`config.mk`:
```
export PLATFORM = sky130hd
export DESIGN_NAME = sdram_mode0_burst_latency
export DESIGN_NICKNAME = d
export VERILOG_FILES = /design/src/hdl/mode0_pkg.sv /design/src/hdl/burst_column_order.sv /design/src/hdl/sdram_mode0_burst_latency.sv
export VERILOG_INCLUDE_DIRS = /design/src /design/src/hdl
export SDC_FILE = /design/constraint.sdc
export NUM_CORES = 1
export LEC_CHECK = 0
export BUFFER_PORTS_ARGS = -buffer_cell sky130_fd_sc_hd__buf_4
export CAP_MARGIN = 25
export CELL_PAD_IN_SITES_DETAIL_PLACEMENT = 2
export CELL_PAD_IN_SITES_GLOBAL_PLACEMENT = 2
export CORE_MARGIN = 10
export CORE_UTILIZATION = 35
export DETAILED_ROUTE_END_ITERATION = 12
export GPL_ROUTABILITY_DRIVEN = 0
export GPL_TIMING_DRIVEN = 0
export PLACE_DENSITY_LB_ADDON = 0.1
export SYNTH_ARGS = -nofsm -noshare
export SYNTH_HDL_FRONTEND = slang
export SYNTH_SLANG_ARGS = --single-unit
```
`constraint.sdc`:
```
create_clock -name clk -period 5.1 [get_ports clk]
set_input_delay 0.255 -clock clk [delete_from_list [all_inputs] [get_ports clk]]
set_output_delay 0.255 -clock clk [all_outputs]
set_load 0.02 [all_outputs]
```
`src/hdl/mode0_regs.svh`:
```
// Constants for the first mode register block: fields, codes, offsets, counts.
// Assumes it is included by the package, by the main module and by the bench.
// Operation
// - Bit 3 picks sequential or interleaved column order within a read burst.
// - Bits 1:0 pick fixed chop-four, fixed eight-beat, or per-command burst length.
// - In per-command mode, address bit 12 with each access picks chop or eight.
// - Eight-beat reads: sequential wraps low bits per half; interleaved is start XOR beat.
// - Chop reads give the first half order, then four undriven slots.
// - Eight-beat writes store columns 0..7; chop writes use column bit 2 only.
// - Fixed chop moves internal write start and recovery reference two clocks earlier.
// - Per-command chop keeps internal write start at the eight-beat point.
// - Read latency bits 2 and 6:4 give whole cycles, no half cycles.
// - First read data comes after additive plus read latency cycles.
// - The loop reset bit clears itself once the reset is carried out.
// - Bits 11:9 give write recovery, which with precharge sets auto-precharge done.
// - Bit 12 low freezes the loop in power-down; slow exit delay follows.
// - Bit 12 high keeps the loop running; short exit delay follows.
`ifndef MODE0_REGS_SVH
`define MODE0_REGS_SVH
`define MR_BT 3
`define MR_CAS_LO 2
`define MR_TM 7
`define MR_DLLRST 8
`define MR_PPD 12
`define MR_BC_BIT 12
`define MR_AP_BIT 10
`define BL_FIX8 2'h0
`define BL_OTF 2'h1
`define BL_FIX4 2'h2
`define ADDR_MODE 12'h000
`define ADDR_LAT 12'h004
`define ADDR_STAT 12'h008
`define LOCK_CYC 512
`define SLOW_EXIT_CYC 10
`define FAST_EXIT_CYC 3
`define PRE_CYC 11
`define BEAT_LAST 3'h7
`define WR_REF_SLOT 3'h7
`define WR_PULLIN 3'h2
`endif

```
`src/hdl/mode0_pkg.sv`:
```
// Types and decode functions shared by the mode register block.
// Assumes the constants header sits beside it.
`include "mode0_regs.svh"
package mode0_pkg;
	typedef logic [2:0] col_t;
	typedef struct packed {
		logic [12:0] mode;
		logic [4:0] add_lat;
		logic [4:0] wl;
		logic pready;
		logic [31:0] prdata;
		logic pslverr;
		logic rd_busy;
		logic [5:0] rd_wait;
		logic [2:0] rd_beat;
		logic [2:0] rd_start;
		logic rd_chop;
		logic rd_drive;
		logic [2:0] rd_col;
		logic wr_busy;
		logic [5:0] wr_wait;
		logic [2:0] wr_beat;
		logic [2:0] wr_start;
		logic wr_chop;
		logic wr_fix4;
		logic wr_apre;
		logic wr_valid;
		logic [2:0] wr_col;
		logic wr_ref;
		logic rec_on;
		logic [5:0] rec_cnt;
		logic apre_done;
		logic dll_rst;
		logic [15:0] lock_cnt;
		logic locked;
		logic pwr_down;
		logic exiting;
		logic [15:0] exit_cnt;
		logic frozen;
	} state_t;

	// Read latency from {A6,A5,A4,A2}; the low bit extends the range upward.
	function automatic logic [4:0] cas_decode(input logic [3:0] c);
		cas_decode = 5'h4 + {2'h0, c[3:1]} + (c[0] ? 5'h7 : 5'h0);
	endfunction : cas_decode

	// Write recovery cycles from bits 11:9.
	function automatic logic [4:0] wr_decode(input logic [2:0] c);
		unique case (c)
			3'h0: wr_decode = 5'h10;
			3'h1: wr_decode = 5'h5;
			3'h2: wr_decode = 5'h6;
			3'h3: wr_decode = 5'h7;
			3'h4: wr_decode = 5'h8;
			3'h5: wr_decode = 5'hA;
			3'h6: wr_decode = 5'hC;
			3'h7: wr_decode = 5'hE;
		endcase
	endfunction : wr_decode

	// Chop decision per access; address bit 12 low asks for chop-four.
	function automatic logic chop_pick(input logic [1:0] bl, input logic a12);
		chop_pick = (bl == `BL_FIX4) || ((bl == `BL_OTF) && !a12);
	endfunction : chop_pick
endpackage : mode0_pkg

```
`src/hdl/burst_column_order.sv`:
```
// Column of one burst beat from start column, beat index and mode.
// Assumes a combinational caller that registers the result.
`timescale 1ns/1ps
module burst_column_order
(
	input wire logic [2:0] start,
	input wire logic [2:0] beat,
	input wire logic interleave,
	input wire logic is_write,
	input wire logic chop,
	output logic [2:0] col
);
	// Writes ignore the low start bits, so the order is always ascending.
	always_comb
	begin
		if (is_write)
			col = chop ? {start[2], beat[1:0]} : beat;
		else if (interleave)
			col = start ^ beat;
		else
			col = {start[2] ^ beat[2], start[1:0] + beat[1:0]};
	end
endmodule : burst_column_order

```
`src/hdl/sdram_mode0_burst_latency.sv`:
```
// First mode register of the memory device with burst, latency and loop control.
// Assumes command pins are registered on clk by the caller and APB runs on clk.
`timescale 1ns/1ps
`include "mode0_regs.svh"
module sdram_mode0_burst_latency
#(
	parameter int unsigned LOCK_CYC = `LOCK_CYC,
	parameter int unsigned SLOW_EXIT_CYC = `SLOW_EXIT_CYC,
	parameter int unsigned FAST_EXIT_CYC = `FAST_EXIT_CYC,
	parameter int unsigned PRE_CYC = `PRE_CYC
)
(
	input wire logic clk,
	input wire logic rst_n,
	input wire logic [11:0] paddr,
	input wire logic psel,
	input wire logic penable,
	input wire logic pwrite,
	input wire logic [31:0] pwdata,
	output logic [31:0] prdata,
	output logic pready,
	output logic pslverr,
	input wire logic cs_n,
	input wire logic ras_n,
	input wire logic cas_n,
	input wire logic we_n,
	input wire logic [2:0] ba,
	input wire logic [15:0] addr,
	input wire logic cke,
	output logic rd_drive,
	output mode0_pkg::col_t rd_col,
	output logic wr_valid,
	output mode0_pkg::col_t wr_col,
	output logic wr_ref,
	output logic apre_done,
	output logic dll_reset_pulse,
	output logic dll_locked,
	output logic dll_frozen,
	output logic exit_busy
);
	import mode0_pkg::*;

	state_t s_q;
	state_t s_d;
	logic is_mrs;
	logic is_rd;
	logic is_wr;
	logic [5:0] read_lat;
	logic [2:0] rd_ord;
	logic [2:0] wr_ord;
	logic [2:0] ref_slot;
	logic [4:0] cas_lat;

	// Command decode on the registered pins.
	assign is_mrs = !cs_n && !ras_n && !cas_n && !we_n && (ba == 3'h0);
	assign is_rd = !cs_n && ras_n && !cas_n && we_n;
	assign is_wr = !cs_n && ras_n && !cas_n && !we_n;
	assign cas_lat = cas_decode({s_q.mode[6:4], s_q.mode[`MR_CAS_LO]});
	assign read_lat = 6'(s_q.add_lat) + 6'(cas_lat);
	// Fixed chop pulls the internal write start in; per-command chop does not.
	assign ref_slot = s_q.wr_fix4 ? (`WR_REF_SLOT - `WR_PULLIN) : `WR_REF_SLOT;

	burst_column_order u_rd_order
	(
		.start(s_q.rd_start),
		.beat(s_q.rd_beat),
		.interleave(s_q.mode[`MR_BT]),
		.is_write(1'b0),
		.chop(s_q.rd_chop),
		.col(rd_ord)
	);

	burst_column_order u_wr_order
	(
		.start(s_q.wr_start),
		.beat(s_q.wr_beat),
		.interleave(s_q.mode[`MR_BT]),
		.is_write(1'b1),
		.chop(s_q.wr_chop),
		.col(wr_ord)
	);

	// Next state of the whole block; pulses default low each cycle.
	always_comb
	begin
		s_d = s_q;
		s_d.pready = 1'b0;
		s_d.pslverr = 1'b0;
		s_d.rd_drive = 1'b0;
		s_d.wr_valid = 1'b0;
		s_d.wr_ref = 1'b0;
		s_d.apre_done = 1'b0;
		s_d.dll_rst = 1'b0;
		// APB setup cycle prepares the answer so the access phase lasts one cycle.
		if (psel && !penable)
		begin
			s_d.pready = 1'b1;
			s_d.prdata = 32'h0;
			unique case (paddr)
				`ADDR_MODE: s_d.prdata = {19'h0, s_q.mode};
				`ADDR_LAT: s_d.prdata = {22'h0, s_q.wl, s_q.add_lat};
				`ADDR_STAT: s_d.prdata = {22'h0, cas_lat, s_q.exiting, s_q.pwr_down, s_q.frozen,
					s_q.locked, s_q.mode[`MR_TM]};
				default: s_d.pslverr = 1'b1;
			endcase
		end
		// Writes land only on the completing access edge.
		if (psel && penable && s_q.pready && pwrite && (paddr == `ADDR_LAT))
		begin
			s_d.add_lat = pwdata[4:0];
			s_d.wl = pwdata[9:5];
		end
		// The loop reset bit is cleared the cycle after the reset is issued.
		if (s_q.dll_rst)
			s_d.mode[`MR_DLLRST] = 1'b0;
		if (is_mrs)
		begin
			s_d.mode = addr[12:0];
			if (addr[`MR_DLLRST])
			begin
				s_d.dll_rst = 1'b1;
				s_d.lock_cnt = 16'(LOCK_CYC);
				s_d.locked = 1'b0;
			end
		end
		// Lock is reported only after a loop reset, never straight out of reset.
		else if (!s_q.dll_rst && (s_q.lock_cnt != 16'h0))
		begin
			s_d.lock_cnt = s_q.lock_cnt - 16'h1;
			if (s_q.lock_cnt == 16'h1)
				s_d.locked = 1'b1;
		end
		// One read in flight; a read during a burst is ignored.
		if (!s_q.rd_busy)
		begin
			if (is_rd)
			begin
				s_d.rd_busy = 1'b1;
				s_d.rd_wait = read_lat - 6'h1;
				s_d.rd_beat = 3'h0;
				s_d.rd_start = addr[2:0];
				s_d.rd_chop = chop_pick(s_q.mode[1:0], addr[`MR_BC_BIT]);
			end
		end
		else if (s_q.rd_wait != 6'h0)
			s_d.rd_wait = s_q.rd_wait - 6'h1;
		else
		begin
			s_d.rd_drive = !(s_q.rd_chop && s_q.rd_beat[2]);
			s_d.rd_col = rd_ord;
			s_d.rd_beat = s_q.rd_beat + 3'h1;
			if (s_q.rd_beat == `BEAT_LAST)
				s_d.rd_busy = 1'b0;
		end
		// Recovery countdown runs before a new load so the load wins.
		if (s_q.rec_on)
		begin
			if (s_q.rec_cnt == 6'h0)
			begin
				s_d.apre_done = 1'b1;
				s_d.rec_on = 1'b0;
			end
			else
				s_d.rec_cnt = s_q.rec_cnt - 6'h1;
		end
		if (!s_q.wr_busy)
		begin
			if (is_wr)
			begin
				s_d.wr_busy = 1'b1;
				s_d.wr_wait = 6'(s_q.wl) - 6'h1;
				s_d.wr_beat = 3'h0;
				s_d.wr_start = addr[2:0];
				s_d.wr_chop = chop_pick(s_q.mode[1:0], addr[`MR_BC_BIT]);
				s_d.wr_fix4 = (s_q.mode[1:0] == `BL_FIX4);
				s_d.wr_apre = addr[`MR_AP_BIT];
			end
		end
		else if (s_q.wr_wait != 6'h0)
			s_d.wr_wait = s_q.wr_wait - 6'h1;
		else
		begin
			s_d.wr_valid = !(s_q.wr_chop && s_q.wr_beat[2]);
			s_d.wr_col = wr_ord;
			s_d.wr_beat = s_q.wr_beat + 3'h1;
			if (s_q.wr_beat == ref_slot)
			begin
				s_d.wr_ref = 1'b1;
				s_d.rec_on = s_q.wr_apre;
				s_d.rec_cnt = 6'(wr_decode(s_q.mode[11:9])) + 6'(PRE_CYC);
			end
			if (s_q.wr_beat == `BEAT_LAST)
				s_d.wr_busy = 1'b0;
		end
		// Power-down entry when clock enable drops with no burst running.
		if (s_q.exiting)
		begin
			if (s_q.exit_cnt == 16'h0)
				s_d.exiting = 1'b0;
			else
				s_d.exit_cnt = s_q.exit_cnt - 16'h1;
		end
		if (!s_q.pwr_down && !cke && !s_q.rd_busy && !s_q.wr_busy)
			s_d.pwr_down = 1'b1;
		else if (s_q.pwr_down && cke)
		begin
			s_d.pwr_down = 1'b0;
			s_d.exiting = 1'b1;
			s_d.exit_cnt = s_q.mode[`MR_PPD] ? 16'(FAST_EXIT_CYC) : 16'(SLOW_EXIT_CYC);
		end
		s_d.frozen = s_d.pwr_down && !s_q.mode[`MR_PPD];
	end

	// Single register for all state; synchronous reset to zero.
	always_ff @(posedge clk)
	begin
		if (!rst_n)
			s_q <= '0;
		else
			s_q <= s_d;
	end

	// Outputs straight from the state register.
	assign prdata = s_q.prdata;
	assign pready = s_q.pready;
	assign pslverr = s_q.pslverr;
	assign rd_drive = s_q.rd_drive;
	assign rd_col = s_q.rd_col;
	assign wr_valid = s_q.wr_valid;
	assign wr_col = s_q.wr_col;
	assign wr_ref = s_q.wr_ref;
	assign apre_done = s_q.apre_done;
	assign dll_reset_pulse = s_q.dll_rst;
	assign dll_locked = s_q.locked;
	assign dll_frozen = s_q.frozen;
	assign exit_busy = s_q.exiting;

	property p_dll_selfclear;
		@(posedge clk) disable iff (!rst_n)
		(s_q.dll_rst && !is_mrs) |=> !s_q.mode[`MR_DLLRST];
	endproperty
	a_dll_selfclear: assert property (p_dll_selfclear) else $error("loop reset bit stuck");

	property p_mrs_bl;
		@(posedge clk) disable iff (!rst_n)
		is_mrs |=> s_q.mode[1:0] == $past(addr[1:0]) && s_q.mode[`MR_BT] == $past(addr[3]);
	endproperty
	a_mrs_bl: assert property (p_mrs_bl) else $error("burst fields not captured");

	property p_fix4_chop;
		@(posedge clk) disable iff (!rst_n)
		(is_rd && !s_q.rd_busy && s_q.mode[1:0] == `BL_FIX4) |=> s_q.rd_chop;
	endproperty
	a_fix4_chop: assert property (p_fix4_chop) else $error("fixed chop not applied");

	property p_otf_chop;
		@(posedge clk) disable iff (!rst_n)
		(is_rd && !s_q.rd_busy && s_q.mode[1:0] == `BL_OTF) |=> s_q.rd_chop == !$past(addr[12]);
	endproperty
	a_otf_chop: assert property (p_otf_chop) else $error("per-command chop wrong");

	property p_rd_latency;
		@(posedge clk) disable iff (!rst_n)
		(is_rd && !s_q.rd_busy && read_lat == 6'h6) |-> ##1 !s_q.rd_drive [*6] ##1 s_q.rd_drive;
	endproperty
	a_rd_latency: assert property (p_rd_latency) else $error("first read beat late or early");

	property p_chop_hiz;
		@(posedge clk) disable iff (!rst_n)
		(s_q.rd_busy && s_q.rd_wait == 6'h0 && s_q.rd_chop && s_q.rd_beat[2]) |=> !s_q.rd_drive;
	endproperty
	a_chop_hiz: assert property (p_chop_hiz) else $error("chop read drove late slot");

	property p_interleave;
		@(posedge clk) disable iff (!rst_n)
		(s_q.rd_busy && s_q.rd_wait == 6'h0 && s_q.mode[`MR_BT])
			|=> s_q.rd_col == ($past(s_q.rd_start) ^ $past(s_q.rd_beat));
	endproperty
	a_interleave: assert property (p_interleave) else $error("interleaved order wrong");

	property p_wr_pullin;
		@(posedge clk) disable iff (!rst_n)
		(s_q.wr_busy && s_q.wr_wait == 6'h0 && s_q.wr_fix4 && s_q.wr_beat == 3'h5) |=> s_q.wr_ref;
	endproperty
	a_wr_pullin: assert property (p_wr_pullin) else $error("fixed chop write start not early");

	property p_wr8_order;
		@(posedge clk) disable iff (!rst_n)
		(s_q.wr_busy && s_q.wr_wait == 6'h0 && !s_q.wr_chop) |=> s_q.wr_col == $past(s_q.wr_beat);
	endproperty
	a_wr8_order: assert property (p_wr8_order) else $error("eight-beat write order wrong");

	property p_frozen;
		@(posedge clk) disable iff (!rst_n)
		(s_q.pwr_down && cke && !s_q.mode[`MR_PPD]) |=> s_q.exiting && !s_q.frozen;
	endproperty
	a_frozen: assert property (p_frozen) else $error("slow exit not started");
endmodule : sdram_mode0_burst_latency

```
==> flow_summary.yaml <==
synthesis:
  ys_types: 60
  synthMostInstantiatedCell: "dfxtp_1"
  synth_top_flop_cell: "dfxtp_1"
  synth.area.mux_share_pct: 5.73
  synth_top_family_by_area: "simple AND/OR/NAND/NOR gates"
  synthTopCellsByArea: "dfxtp_1, ha_1, nand2_1, mux2i_1, nor2_1"
  syn-cell-area_sq_um: 6390
  ys_ff_latch: 125
  yosys.area_share.simple_pct: 20.7
  synthXorXnorAreaFrac_pct: 4.80
  yosysWarningCount: 0
  yosys.area.top_type_share_pct: 39.1
  ys_seq_area_share_pct: 39.1
  synthAdderAreaFrac_pct: 6.30
  synthCells: 758
  synth_edf_count: 0
  synthTopCellsByCount: "dfxtp_1, nand2_1, nor2_1"
  postSynth.asyncResetShare_pct: 0
  synth_compound_area_share_pct: 14.3
  yosysTopAreaCell: "dfxtp_1"
  avgSynthCellArea_sq_um: 8.43
layout:
  diodes: 0
  synthToLayoutAreaGrowth_pct: 23.0
  fin_area_sq_um: 7870
  fin_nets: 976
  drive_above_1_share_pct: 18.0
floorplanning:
  fp.dieH_um: 155
  core_sq_um: 18000
  die-area_sq_um: 24100
  initial_core_util_pct: 35.6
  die_x_um: 155
  rows: 49
  io_pins: 121
detailed_routing:
  wire_per_inst_um: 19.6
  drtAntennaViolNets: 0
  first_pass_iters: 4
  wirelength_mm: 21.9
  viasPerCell: 5.20
  vias: 5791
  first_iter_violations: 231
  drc_errors: 0
clocking:
  cts_max_path_buffers: 2
  cts.hold.buffers_added: 0
  tritoncts: "yes"
  postCtsSetupRepairBufs: 0
  cts.sinks: 125
  htreeDepth: 4
  cts_made_buffers: 17
  clk_latency_ns: 0.43
  clkTransAtPathRegs_ns: 0.05
  cts_resized: 0
  root_buffer: "clkbuf_16"
critical_path:
  rr_worst_depth: 12
  crit_top_cell: "ha_1"
  path_max_fanout: 5
  worstSetupEndpointType: "flip-flop"
  rrSetupSlack_ns: 1.95
  worstPathArrival_ns: 3.49
  crit_type: "reg2reg"
  crit_path_start_kind: "flip-flop"
  worst-path-buf-inv: 2
  critPathTopFamily: "adder cells"
  crit_chain: "ha_1 -> ha_1 -> fa_1 -> inv_1 -> ha_1 -> inv_1 -> fa_1 -> a21o_1 -> a21oi_1 -> xnor2_1 -> nand2_1 -> a21oi_1"
  worst_path_largest_cell_delay_ns: 0.55
  setup.worst_path.start: "s_q[130]"
  r2r-end: "s_q[82]"
  cp.required_ns: 5.45
  cp_num_cells: 12
  reg2reg_from: "s_q[130]"
  slowest_stage: "fa_1"
  worstSetupEndpoint: "s_q[82]"
sta:
  slew_headroom_pct: 41.6
  finalSetupViolations: 0
  clock_skew_ns: 0.00872
  setup_tns_ns: 0
  hold_viol: 0
  rsz0062_at_grt: "no"
  tightest_slew_ns: 0.868
  clock.fmax_mhz: 318
  fin_crit_sh_pct: 61.7
  timing_max_transition_violations_final: 0
  min_period_ns: 3.15
grt:
  antenna_found_initial: 0
  grt_max_degree: 17
  grt_pass1_vias: 6477
  grt-ovfl-total: 0
  grt.total_usage_pct: 18.3
  grt_pass1_wl_mm: 35.1
power_and_ir_drop:
  power.leakage_nw: 3.34
  vdd_drop_max_mv: 0.283
  pwr_density_cell_nw_per_um2: 383
place:
  dpl_cell_area_sq_um: 7320
  io_buffers: 76
  hpwl_mm: 16.4
hold_path:
  hp-class: "in2reg"
flow_run:
  cap_violations: 0
status:
  status: "finished clean"
[where the power goes]
part           switching [mW]  total, mW  internal [mW]  leakage [nW]
registers              0.0741       1.13           1.06          1.01
clock network           0.448       1.13          0.682         0.274
logic                   0.443      0.746          0.303          2.05
total                   0.965       3.01           2.04          3.34
[worst reg2reg max path, cell delays in order (launching register included)]
cell     delay, ns
dfxtp_1       0.43
ha_1          0.29
ha_1          0.24
fa_1          0.55
inv_1         0.06
ha_1          0.27
inv_1         0.06
fa_1          0.46
a21o_1        0.18
a21oi_1       0.17
xnor2_1       0.14
nand2_1       0.07
a21oi_1       0.16
[cell usage in the layout (no fill, tap or decap), types with 14 or more instances in the layout]
cell       count
dfxtp_1      125
buf_4        114
nand2_1       84
nor2_1        78
a21oi_1       57
inv_1         44
mux2i_1       31
ha_1          29
clkbuf_1      25
xor2_1        23
conb_1        19
nor3_1        17
o21ai_0       17
clkbuf_16     17
nand3_1       16
nand2b_1      14
[registers in the layout, indices dropped and copies added (netlist names), 3 cells and up, named ones only]
register  count
s_q          91
wr_col        3
prdata       13
rd_col        3
[routing by layer]
metal | part of all wire (%) | vias to the layer above | wire (um) | GRT usage (%)
met5 | 0 | - | 0 | 0
met4 | 1.0 | 0 | 220 | 4.86
met3 | 3.6 | 19 | 796 | 3.86
met2 | 52 | 73 | 11500 | 32.7
met1 | 43 | 2901 | 9400 | 21.7
li1 | - | 2798 | - | -
[kinds of logic (layout without fill, tap and decap cells)]
| family | count (synthesis) | after routing |
|---|---|---|
| other | 1 | 19 |
| buffers and inverters | 112 | 221 |
| XOR/XNOR | 35 | 35 |
| adder cells (fa/ha/maj) | 31 | 31 |
| AND/OR/NAND/NOR | 275 | 275 |
| multiplexers | 36 | 36 |
| AO/OA/AOI/OAI | 143 | 143 |
| flip-flops | 125 | 125 |
[metrics by stage]
stage	std cells	util (%)	worst slack, ns	total power, mW	hold slack [ns]
detailed placement	1081	40.7	2.01	1.88	0.451
global placement	1081	40.7	2.05	1.83	0.449
global route	1114	43.8	1.78	3.18	0.0303
CTS	1113	43.8	1.94	3.04	0.0252
finish	1114	43.8	1.95	3.01	0.0392
floorplan	776	-	2.28	1.66	0.332
[cell type report]
class | count | area, sq um
fill | 2043 | 10100
multi-input combinational | 539 | 3390
sequential | 125 | 2500
timing repair buffer | 77 | 576
clock buffer | 26 | 509
buffer | 68 | 407
tap | 229 | 287
inverter | 44 | 165
clock inverter | 6 | 33.8
[worst min-delay path by stage]
stage,cells after the start,from,to
after CTS,2,cke,dll_frozen
final,2,cke,dll_frozen
after floorplan,1,cke,s_q[18]
after detailed placement,2,s_q[50],s_q[44]
after global routing,2,cke,dll_frozen
after global placement,2,s_q[50],s_q[50]
Power figures use the tool's default switching activity.
